--- src/common/mode_zero_pkg.sv ---
package mode_zero_pkg;
   // Field positions inside the mode setup zero word
   localparam int MR_W = 19;
   localparam int BL_LSB = 0;
   localparam int BT_BIT = 3;
   localparam int CL_LSB = 4;
   localparam int CL_EXT_BIT = 2;
   localparam int DLL_RST_BIT = 8;
   localparam int WR_LSB = 9;
   localparam int PPD_BIT = 12;
   localparam int SEL_ADDR_BIT = 12;
   localparam logic [MR_W-1:0] MR_RESET = 19'h00000;
   // Latency, DLL lock and burst figures in clock cycles
   localparam logic [3:0] CL_MIN = 4'h5;
   localparam logic [3:0] CL_MAX = 4'hE;
   localparam logic [3:0] CL_HI_BASE = 4'hC;
   localparam logic [3:0] CL_LO_BASE = 4'h4;
   localparam int LAT_DEPTH = 14;
   localparam int DLL_LOCK_CYCLES = 512;
   localparam int CHOP_BEATS = 4;
   localparam logic [2:0] LAST_BEAT = 3'h7;

   typedef enum logic [1:0]
   {
      BL_FIXED8 = 2'b00,
      BL_PER_CMD = 2'b01,
      BL_FIXED4 = 2'b10,
      BL_RSVD = 2'b11
   } bl_mode_t;

   typedef enum logic [1:0]
   {
      DLL_OFF = 2'b00,
      DLL_LOCKING = 2'b01,
      DLL_LOCKED = 2'b10
   } dll_state_t;

   // One command from the controller, sampled on a clock edge
   typedef struct packed
   {
      logic mrs;
      logic rd;
      logic wr;
      logic [MR_W-1:0] addr;
   } cmd_t;

   // Burst descriptor carried through the read latency line
   typedef struct packed
   {
      logic vld;
      logic chop;
      logic ilv;
      logic [2:0] col;
   } burst_t;
endpackage : mode_zero_pkg

--- src/core/mode_zero_core.sv ---
`timescale 1ns/1ps
// What this block does
// - Burst length comes from mode bits one..zero, for reads and writes.
// - Per-command mode: address bit twelve low picks chop, high picks eight beats.
// - Bursts wrap in aligned four or eight column blocks; low bits give start.
// - Mode bit three picks sequential or interleaved ordering.
// - Chop reads stay in start's group; last four slots drivers off.
// - Eight-beat sequential reads rotate low bits, then the other group.
// - Eight-beat interleaved reads give start XOR beat.
// - Chop writes use bit two only, ascending; last four beats ignored.
// - Eight-beat writes always go zero to seven ascending.
// - Chop and eight-beat accesses start internally at the same time.
// - Writing mode bit eight high starts DLL reset, then clears itself.
// - Write recovery from bits eleven..nine: 5,6,7,8,10,12,14.
// - Bit twelve low stops DLL in precharge power-down; slow exit.
// - Bit twelve high keeps DLL running in power-down; fast exit.
// - Read latency 5..14 whole cycles from bits six..four and two.
// - Read registered at edge n gives first data at edge n plus m.
module mode_zero_core
(
   input wire logic clk,
   input wire logic sys_rst,
   input wire mode_zero_pkg::cmd_t cmd,
   input wire logic precharge_pd,
   output mode_zero_pkg::cmd_t unused_cmd_echo_q,
   output logic [mode_zero_pkg::MR_W-1:0] mode_setup_zero_q,
   output logic [3:0] read_latency_cycles_q,
   output logic [3:0] write_recovery_q,
   output logic [2:0] rd_col_q,
   output logic rd_valid_q,
   output logic dq_oe_q,
   output logic [2:0] wr_col_q,
   output logic wr_en_q,
   output logic dll_reset_q,
   output logic dll_locked_q,
   output logic dll_on_q,
   output logic early_read_q
);
   import mode_zero_pkg::*;

   bl_mode_t bl_mode;
   logic chop_sel;
   burst_t new_rd;
   burst_t lat_q [0:LAT_DEPTH-1];
   burst_t tap;
   logic [2:0] rd_start_q;
   logic [2:0] rd_beat_q;
   logic rd_chop_q;
   logic rd_ilv_q;
   logic rd_run_q;
   logic rd_load;
   logic [2:0] rd_start_d;
   logic [2:0] rd_beat_d;
   logic [2:0] rd_col_d;
   logic [2:0] wr_start_q;
   logic [2:0] wr_beat_q;
   logic wr_chop_q;
   logic wr_run_q;
   logic [2:0] wr_start_d;
   logic [2:0] wr_beat_d;
   logic [2:0] wr_col_d;
   dll_state_t dll_state_q;
   logic [9:0] lock_cnt_q;
   logic [9:0] since_rst_q;
   logic [3:0] cl_d;
   logic [3:0] wr_d;

   // Burst length decode; the reserved code is treated as fixed eight
   assign bl_mode = bl_mode_t'(mode_setup_zero_q[BL_LSB+1:BL_LSB]);
   always_comb
   begin
      unique case (bl_mode)
         BL_FIXED4: chop_sel = 1'b1;
         BL_PER_CMD: chop_sel = ~cmd.addr[SEL_ADDR_BIT];
         BL_FIXED8: chop_sel = 1'b0;
         BL_RSVD: chop_sel = 1'b0;
      endcase
   end

   // Latency field: the extension bit selects the 12..14 range
   always_comb
   begin
      if (mode_setup_zero_q[CL_EXT_BIT])
         cl_d = CL_HI_BASE + {1'b0, mode_setup_zero_q[CL_LSB+2:CL_LSB]};
      else
         cl_d = CL_LO_BASE + {1'b0, mode_setup_zero_q[CL_LSB+2:CL_LSB]};
      if (cl_d < CL_MIN) // Reserved codes clamp so the latency tap stays in range
         cl_d = CL_MIN;
      if (cl_d > CL_MAX)
         cl_d = CL_MAX;
   end

   // Recovery field decode, whole cycles only
   always_comb
   begin
      unique case (mode_setup_zero_q[WR_LSB+2:WR_LSB])
         3'h1: wr_d = 4'h5;
         3'h2: wr_d = 4'h6;
         3'h3: wr_d = 4'h7;
         3'h4: wr_d = 4'h8;
         3'h5: wr_d = 4'hA;
         3'h6: wr_d = 4'hC;
         3'h7: wr_d = 4'hE;
         3'h0: wr_d = 4'h0; // Top encoding does not fit four bits; shown as zero
      endcase
   end

   // Mode word: loaded whole by the load command, DLL bit drops back after one cycle
   always_ff @(posedge clk)
   begin
      if (sys_rst)
         mode_setup_zero_q <= MR_RESET;
      else if (cmd.mrs)
         mode_setup_zero_q <= cmd.addr;
      else if (mode_setup_zero_q[DLL_RST_BIT])
         mode_setup_zero_q[DLL_RST_BIT] <= 1'b0;
   end

   // Decoded figures registered so they reach the pins from flops
   always_ff @(posedge clk)
   begin
      if (sys_rst)
      begin
         read_latency_cycles_q <= CL_MIN;
         write_recovery_q <= 4'h0;
         unused_cmd_echo_q <= '0;
      end
      else
      begin
         read_latency_cycles_q <= cl_d;
         write_recovery_q <= wr_d;
         unused_cmd_echo_q <= cmd;
      end
   end

   // DLL reset and lock wait; the count restarts on every new reset request
   always_ff @(posedge clk)
   begin
      if (sys_rst)
      begin
         dll_state_q <= DLL_OFF;
         lock_cnt_q <= 10'h000;
         dll_reset_q <= 1'b0;
         dll_locked_q <= 1'b0;
      end
      else
      begin
         dll_reset_q <= cmd.mrs & cmd.addr[DLL_RST_BIT];
         if (cmd.mrs && cmd.addr[DLL_RST_BIT])
         begin
            dll_state_q <= DLL_LOCKING;
            lock_cnt_q <= 10'h000;
            dll_locked_q <= 1'b0;
         end
         else
         begin
            unique case (dll_state_q)
               DLL_OFF: lock_cnt_q <= 10'h000;
               DLL_LOCKING:
               begin
                  lock_cnt_q <= lock_cnt_q + 10'h001;
                  if (lock_cnt_q == 10'(DLL_LOCK_CYCLES - 1))
                  begin
                     dll_state_q <= DLL_LOCKED;
                     dll_locked_q <= 1'b1;
                  end
               end
               DLL_LOCKED: lock_cnt_q <= lock_cnt_q;
               default: dll_state_q <= DLL_OFF;
            endcase
         end
      end
   end

   // DLL stops in precharge power-down only when the slow-exit mode is chosen
   always_ff @(posedge clk)
   begin
      if (sys_rst)
         dll_on_q <= 1'b0;
      else if (precharge_pd && !mode_setup_zero_q[PPD_BIT])
         dll_on_q <= 1'b0;
      else
         dll_on_q <= (dll_state_q != DLL_OFF);
   end

   // Reads during the DLL lock wait break output timing; flag it sticky for software
   always_ff @(posedge clk)
   begin
      if (sys_rst)
         early_read_q <= 1'b0;
      else if (cmd.rd && dll_state_q == DLL_LOCKING)
         early_read_q <= 1'b1;
   end

   // Read latency line; chop and full bursts take the same path and delay
   assign new_rd = '{vld: cmd.rd, chop: chop_sel, ilv: mode_setup_zero_q[BT_BIT],
                     col: cmd.addr[2:0]};
   always_ff @(posedge clk)
   begin
      if (sys_rst)
      begin
         for (int i = 0; i < LAT_DEPTH; i++)
            lat_q[i] <= '0;
      end
      else
      begin
         lat_q[0] <= new_rd;
         for (int i = 1; i < LAT_DEPTH; i++)
            lat_q[i] <= lat_q[i-1];
      end
   end

   // Tap one short of the latency: the output flop adds the last cycle
   assign tap = lat_q[read_latency_cycles_q - 4'h1];
   assign rd_load = tap.vld;
   assign rd_start_d = rd_load ? tap.col : rd_start_q;
   assign rd_beat_d = rd_load ? 3'h0 : rd_beat_q + 3'h1;

   burst_order rd_order
   (
      .start(rd_start_d),
      .beat(rd_beat_d),
      .ilv(rd_load ? tap.ilv : rd_ilv_q),
      .wr(1'b0),
      .col(rd_col_d)
   );

   // Read beat engine; a chop keeps its slot length but turns drivers off late
   always_ff @(posedge clk)
   begin
      if (sys_rst)
      begin
         rd_run_q <= 1'b0;
         rd_start_q <= 3'h0;
         rd_beat_q <= 3'h0;
         rd_chop_q <= 1'b0;
         rd_ilv_q <= 1'b0;
         rd_col_q <= 3'h0;
         rd_valid_q <= 1'b0;
         dq_oe_q <= 1'b0;
      end
      else if (rd_load || (rd_run_q && rd_beat_q != LAST_BEAT))
      begin
         rd_run_q <= 1'b1;
         rd_start_q <= rd_start_d;
         rd_beat_q <= rd_beat_d;
         if (rd_load)
         begin
            rd_chop_q <= tap.chop;
            rd_ilv_q <= tap.ilv;
         end
         rd_col_q <= rd_col_d;
         if ((rd_load ? tap.chop : rd_chop_q) && rd_beat_d >= 3'(CHOP_BEATS))
         begin
            rd_valid_q <= 1'b0;
            dq_oe_q <= 1'b0;
         end
         else
         begin
            rd_valid_q <= 1'b1;
            dq_oe_q <= 1'b1;
         end
      end
      else
      begin
         rd_run_q <= 1'b0;
         rd_valid_q <= 1'b0;
         dq_oe_q <= 1'b0;
      end
   end

   // Write start column: chop keeps only bit two, a full burst keeps nothing
   assign wr_start_d = cmd.wr ? (chop_sel ? {cmd.addr[2], 2'b00} : 3'h0) : wr_start_q;
   assign wr_beat_d = cmd.wr ? 3'h0 : wr_beat_q + 3'h1;

   burst_order wr_order
   (
      .start(wr_start_d),
      .beat(wr_beat_d),
      .ilv(1'b0),
      .wr(1'b1),
      .col(wr_col_d)
   );

   // Write beat engine starts on the command edge for either length
   always_ff @(posedge clk)
   begin
      if (sys_rst)
      begin
         wr_run_q <= 1'b0;
         wr_start_q <= 3'h0;
         wr_beat_q <= 3'h0;
         wr_chop_q <= 1'b0;
         wr_col_q <= 3'h0;
         wr_en_q <= 1'b0;
      end
      else if (cmd.wr || (wr_run_q && wr_beat_q != LAST_BEAT))
      begin
         wr_run_q <= 1'b1;
         wr_start_q <= wr_start_d;
         wr_beat_q <= wr_beat_d;
         if (cmd.wr)
            wr_chop_q <= chop_sel;
         wr_col_q <= wr_col_d;
         wr_en_q <= !((cmd.wr ? chop_sel : wr_chop_q) && wr_beat_d >= 3'(CHOP_BEATS));
      end
      else
      begin
         wr_run_q <= 1'b0;
         wr_en_q <= 1'b0;
      end
   end

   // Checking aid: cycles since the last DLL reset request, saturating
   always_ff @(posedge clk)
   begin
      if (sys_rst)
         since_rst_q <= 10'h3FF;
      else if (cmd.mrs && cmd.addr[DLL_RST_BIT])
         since_rst_q <= 10'h000;
      else if (since_rst_q != 10'h3FF)
         since_rst_q <= since_rst_q + 10'h001;
   end

   a_dll_self_clear: assert property (@(posedge clk) disable iff (sys_rst)
      (cmd.mrs && cmd.addr[DLL_RST_BIT]) ##1 !cmd.mrs |-> mode_setup_zero_q[DLL_RST_BIT] ##1
      !mode_setup_zero_q[DLL_RST_BIT])
      else $error("DLL reset bit did not clear itself");

   a_dll_lock_wait: assert property (@(posedge clk) disable iff (sys_rst)
      $rose(dll_locked_q) |-> since_rst_q == 10'(DLL_LOCK_CYCLES))
      else $error("DLL lock not after 512 cycles");

   a_read_latency_min: assert property (@(posedge clk) disable iff (sys_rst)
      cmd.rd && read_latency_cycles_q == 4'h5 && !cmd.mrs |->
      ##6 (rd_valid_q && rd_beat_q == 3'h0))
      else $error("First read beat not at latency 5");

   a_read_latency_max: assert property (@(posedge clk) disable iff (sys_rst)
      cmd.rd && read_latency_cycles_q == 4'hE && !cmd.mrs |->
      ##15 (dq_oe_q && rd_beat_q == 3'h0))
      else $error("First read beat not at latency 14");

   a_chop_tristate: assert property (@(posedge clk) disable iff (sys_rst)
      rd_run_q && rd_chop_q && rd_beat_q >= 3'h4 |-> !dq_oe_q && !rd_valid_q)
      else $error("Drivers on in chop tail");

   a_seq_second_half: assert property (@(posedge clk) disable iff (sys_rst)
      rd_valid_q && !rd_chop_q && !rd_ilv_q && rd_beat_q == 3'h4 |->
      rd_col_q == {~rd_start_q[2], rd_start_q[1:0]} ##1 rd_col_q == {~rd_start_q[2], rd_start_q[1:0] + 2'h1})
      else $error("Sequential second group wrong");

   a_ilv_order: assert property (@(posedge clk) disable iff (sys_rst)
      rd_valid_q && rd_ilv_q |-> rd_col_q == (rd_start_q ^ rd_beat_q))
      else $error("Interleaved column wrong");

   a_read_in_block: assert property (@(posedge clk) disable iff (sys_rst)
      rd_valid_q && rd_chop_q |-> rd_col_q[2] == rd_start_q[2])
      else $error("Chop read left its block");

   a_wr_full_order: assert property (@(posedge clk) disable iff (sys_rst)
      wr_run_q && !wr_chop_q |-> wr_en_q && wr_col_q == wr_beat_q)
      else $error("Full write not ascending from zero");

   a_wr_chop_order: assert property (@(posedge clk) disable iff (sys_rst)
      cmd.wr && chop_sel |=> wr_en_q && wr_col_q == {$past(cmd.addr[2]), 2'b00} ##4 !wr_en_q [*4])
      else $error("Chop write order wrong");

   a_per_cmd_select: assert property (@(posedge clk) disable iff (sys_rst)
      cmd.rd && bl_mode == BL_PER_CMD |=> lat_q[0].chop == !$past(cmd.addr[SEL_ADDR_BIT]))
      else $error("Per-command burst choice ignored");

   a_ilv_capture: assert property (@(posedge clk) disable iff (sys_rst)
      cmd.rd |=> lat_q[0].ilv == $past(mode_setup_zero_q[BT_BIT]))
      else $error("Burst type not taken");

   a_latency_range: assert property (@(posedge clk) disable iff (sys_rst)
      ##1 (read_latency_cycles_q >= CL_MIN && read_latency_cycles_q <= CL_MAX))
      else $error("Read latency out of range");

   a_recovery_code: assert property (@(posedge clk) disable iff (sys_rst)
      mode_setup_zero_q[WR_LSB+2:WR_LSB] == 3'h5 |=> write_recovery_q == 4'hA)
      else $error("Recovery decode wrong");

   a_dll_pd_stop: assert property (@(posedge clk) disable iff (sys_rst)
      precharge_pd && !mode_setup_zero_q[PPD_BIT] |=> !dll_on_q)
      else $error("DLL ran in slow-exit power-down");

   a_dll_pd_run: assert property (@(posedge clk) disable iff (sys_rst)
      precharge_pd && mode_setup_zero_q[PPD_BIT] && dll_locked_q && !cmd.mrs |=> dll_on_q)
      else $error("DLL stopped in fast-exit power-down");

   a_fixed_chop: assert property (@(posedge clk) disable iff (sys_rst)
      cmd.wr && bl_mode == BL_FIXED4 |=> wr_chop_q)
      else $error("Fixed chop mode not applied");
endmodule : mode_zero_core

--- src/core/burst_order.sv ---
`timescale 1ns/1ps
// Column of one beat inside an eight-column block
module burst_order
(
   input wire logic [2:0] start,
   input wire logic [2:0] beat,
   input wire logic ilv,
   input wire logic wr,
   output logic [2:0] col
);
   // Writes stay ascending; reads rotate or interleave from the start
   always_comb
   begin
      if (wr)
         col = {start[2] ^ beat[2], beat[1:0]};
      else if (ilv)
         col = start ^ beat;
      else
         col = {start[2] ^ beat[2], start[1:0] + beat[1:0]};
   end
endmodule : burst_order

--- config.mk ---
export PLATFORM = sky130hd
export DESIGN_NAME = mode_zero_core
export DESIGN_NICKNAME = d
export VERILOG_FILES = /design/src/common/mode_zero_pkg.sv /design/src/core/mode_zero_core.sv /design/src/core/burst_order.sv
export SDC_FILE = /design/constraint.sdc
export NUM_CORES = 1
export LEC_CHECK = 0
export BUFFER_PORTS_ARGS = -buffer_cell sky130_fd_sc_hd__clkbuf_2
export CAP_MARGIN = 40
export CORE_AREA = 10 10 182 150
export CTS_CLUSTER_DIAMETER = 50
export DETAILED_ROUTE_END_ITERATION = 8
export DIE_AREA = 0 0 192 160
export PLACE_DENSITY = 0.47
export REMOVE_ABC_BUFFERS = 1
export SETUP_SLACK_MARGIN = 0.5
export SLEW_MARGIN = 15
export SYNTH_ARGS = -nofsm -noshare
export SYNTH_HDL_FRONTEND = slang
export SYNTH_SLANG_ARGS = --single-unit
--- constraint.sdc ---
create_clock -name clk -period 3.7 [get_ports clk]
set_input_delay 0.74 -clock clk [delete_from_list [all_inputs] [get_ports clk]]
set_output_delay 0.74 -clock clk [all_outputs]
set_load 0.01 [all_outputs]
==> summary.md <==
| Metric | Value |
|---|---|
| Setup TNS after final layout | 0 ns |
| Vias post-DR | 3949 |
| Crit path cell chain | buf_12 -> mux4_1 -> mux2i_2 -> mux2i_4 -> mux2_2 -> ha_1 -> nor2b_1 -> xnor2_1 -> nor2_1 -> a211oi_1 -> a311oi_1 |
| Routed via count divided by cell count | 4.148 |
| Cell area after layout | 0.007402 mm2 |
| Arrival time reported for the critical path endpoint | 3.22 ns |
| Final global-route overflow total | 0 |
| Number of violations reported at the end of detailed-routing iteration 0 | 144 |
| Effective utilization at floorplan | 25.42% |
| Area of the die | 0.03072 mm2 |
| Number of buffers on the longest clock path | 2 |
| Upper clock frequency limit | 340.6 MHz |
| Peak supply drop | 0.2511 mV |
| Mean cell area of the mapped netlist | 11.12 um2 |
| Ranking of synthesized cells by area | sky130_fd_sc_hd__dfxtp_1 55%, sky130_fd_sc_hd__nor2b_1 11%, sky130_fd_sc_hd__mux2i_1 6.0%, sky130_fd_sc_hd__mux4_2 4.8%, sky130_fd_sc_hd__nor2_1 2.9% |
| Final HPWL from detailed placement | 9375 um |
| # diodes | 0 |
| Sequential cell fraction of total power | 46.7% |
| Number of buffers inserted during clock tree synthesis | 17 |
| Synthesized flop and latch total | 166 |
| CTS H-tree lvls | 4 |
| Worst Setup Slack post-DPL | 0.4911 ns |
| Number of sinks driven by the clock tree | 166 |
| Instance count along the most critical hold path | 1 |
| Routed wire per std cell | 13.89 um |
| DRC violation count after routing | 0 |
| Min-Delay Path Class | reg -> reg |
| Placement row count | 51 |
| Switching share of power | 22.89% |
| Total GRT Usage | 8.855% |
| Fin util | 31.10% |
| Mapped Cells | 544 |
| Most used standard cells in the synthesized netlist | 166 x sky130_fd_sc_hd__dfxtp_1, 107 x sky130_fd_sc_hd__nor2b_1, 47 x sky130_fd_sc_hd__nor2_1 |
| Post-synth design cell area | 0.006051 mm2 |
| Main flop type after synthesis | sky130_fd_sc_hd__dfxtp_1 |
| Distinct cell type count after synthesis | 42 |
| Worst reg-to-reg path cell count | 11 |
| Slowest stage delay, CP | 0.61 ns |
| Slowest cell on the critical path | sky130_fd_sc_hd__mux4_1 |
| Clock slew at reported path FFs | 0.06 ns |
| Setup repair after global routing missed its margin | false |
| Number of port buffers | 86 |
| Residual antenna-violating net count after detailed routing | 0 |
| Worst rel slew slack | 61.65% |
| Sequential share of the synthesized area | 54.92% |
| Comb power frac | 7.2% |
| Total net switching power | 0.9156 mW |
| Number of enable flip-flop cells after synthesis | 0 |
| Wire length of the first global-routing pass | 21490 um |
| Yosys top cell by area | sky130_fd_sc_hd__dfxtp_1 |
| Synthesis-to-finish area growth | 22.33% |
| Core Area | 0.02380 mm2 |
| Clock network power share | 46.1% |
| Total power of the final layout | 3.999 mW |
| Total Nets Final | 657 |
| Async S/R FF share, synth | 0% |
| Worst Setup Path Type | reg -> reg |
| Vert. Die Dim | 160 um |
| Number of antenna violations at the first check in global routing | 0 |
| Outcome | completed |
| Transition time at the pin with the least slew margin | 0.5728 ns |
| Biggest fanout along the worst timing path | 26 |
| Final hold violations | 0 |
| Library cell with the highest instance count after synthesis | sky130_fd_sc_hd__dfxtp_1 |
| Pint | 3.084 mW |
| Number of synthesis warnings | 0 |
| Number of hold buffers added after CTS | 0 |
| Setup crit start kind | flop |
| Fraction of post-synthesis cell area in the top cell type by area | 54.92% |
| Cell area reported after detailed placement | 0.006755 mm2 |
| Top-level I/O count | 87 |
| Clock tree from TritonCTS | done |
| Final min period | 2.936 ns |
| Number of fill cells | 2459 |
| Layout cells sized above 1 | 23.66% |
| Total of max-cap violations | 0 |
| Placer Congestion | 0.7634 |
| Portion of the clock cycle consumed by the worst path in the final layout | 79.34% |
| Number of search-and-repair iterations in the first detailed-routing pass | 4 |
| Reported leakage power | 3.123 nW |
| Later-pin clock latency in the skew report | 0.42 ns |
| Critical path endpoint category | flop |
| Maximum number of pins on one net before global-route repair | 100 |
| Overall die width | 192 um |
| Register area | 0.003323 mm2 |
| Clock Root Buffer | sky130_fd_sc_hd__clkbuf_16 |
| Vias in the first global route | 4090 |
| Required time of the worst setup path | 3.99 ns |
| Ratio of total power to cell area | 540.3 mW/mm2 |
| Largest clock skew in the final design | 0.008892 ns |
| Total detailed-routing wirelength | 13220 um |
| Final setup margin | 0.7644 ns |
| Combined area of the multi-input logic cells | 0.002511 mm2 |
| Slew Viols, Final | 0 |
| Number of failing setup endpoints in the final timing report | 0 |
-- cells in the final DEF, fill, tap and decap left out, drive strengths merged, types with 7 or more instances in the layout --
cell / count
xnor2: 8
a21oi: 18
buf: 7
clkbuf: 107
inv: 14
nor2b: 107
nor2: 47
mux2: 8
mux4: 18
mux2i: 37
dfxtp: 166
nand2: 29
ha: 11
-- state kept, by name, summed over array words and instances (netlist names), 2 cells and up --
register,cells
rd_col_q,3
mode_setup_zero_q,19
rd_beat_q,3
unused_cmd_echo_q,21
dll_state_q,2
write_recovery_q,4
lat_q,81
read_latency_cycles_q,4
wr_col_q,3
rd_start_q,3
lock_cnt_q,10
-- layout make-up --
class / instances / share of cell area, %
Tap cell: 318 / 5.375
Sequential cell: 166 / 44.90
Clock inverter: 10 / 1.944
Multi-Input combinational cell: 331 / 33.92
Timing Repair Buffer: 92 / 6.795
Inverter: 13 / 0.6592
Clock buffer: 22 / 6.406
-- worst paths after layout --
| check | startpoint | end | slack [ns] |
|---|---|---|---|
| setup / recovery | read_latency_cycles_q[0] | rd_col_q[1] | 0.76 |
| setup reg to reg | read_latency_cycles_q[0] | rd_col_q[1] | 0.76 |
| hold reg to reg | lat_q[12][5] | lat_q[13][5] | 0.45 |
| hold / removal | lat_q[12][5] | lat_q[13][5] | 0.45 |
-- power by group through the flow --
| stage | combinational [mW] | sequential (mW) | clock [mW] |
|---|---|---|---|
| 2_1_floorplan | 0.132 | 1.93 | 0 |
| 3_3_place_gp | 0.286 | 1.91 | 0 |
| 3_5_place_dp | 0.291 | 1.91 | 0 |
| 4_1_cts | 0.292 | 1.87 | 1.89 |
| 5_1_grt | 0.323 | 1.87 | 1.97 |
| 6_report | 0.289 | 1.87 | 1.84 |
-- layer usage --
layer	wire, um	track usage [%]	vias up
met4	169	3.800	0
met2	5947	13.39	68
met5	0	0	-
met1	6452	11.17	1896
met3	653	3.069	13
li1	-	-	1972
-- what timing repair did --
action | CTS | global route
cloned | 0 | 0
setup endpoints to repair | 1 | 1
resized for setup | 1 | 6
buffers inserted | 0 | 0
-- cells by family (layout without fill, tap and decap cells) --
group                      Yosys count  after routing  synth area share (%)
AOI/OAI and AO/OA                   40             40                 4.012
xor gates and xnor gates            13             13                 2.192
adders and majority gates           11             11                 2.275
buffers and inverters               47            137                 3.846
DFF                                166            166                 54.92
muxes                               63             63                 14.83
and+or+nand+nor                    204            204                 17.93
-- per-stage QoR --
stage / hold slack (ns) / instances
5_1_grt: 0.4655 / 952
3_3_place_gp: 0.4381 / 920
4_1_cts: 0.4593 / 952
3_5_place_dp: 0.4510 / 920
2_1_floorplan: 0.4290 / 510
6_report: 0.4501 / 952
-- worst max-delay path, delay by kind of cell, from the launching register on --
kind | cells | cell delay [ns]
multiplexers | 4 | 1.35
flip-flops | 1 | 0.38
adder cells (fa/ha/maj) | 1 | 0.19
AO/OA/AOI/OAI | 2 | 0.32
XOR/XNOR | 1 | 0.12
buffers and inverters | 1 | 0.24
AND/OR/NAND/NOR | 2 | 0.19
Note: power is estimated with default switching activity, not from simulation.
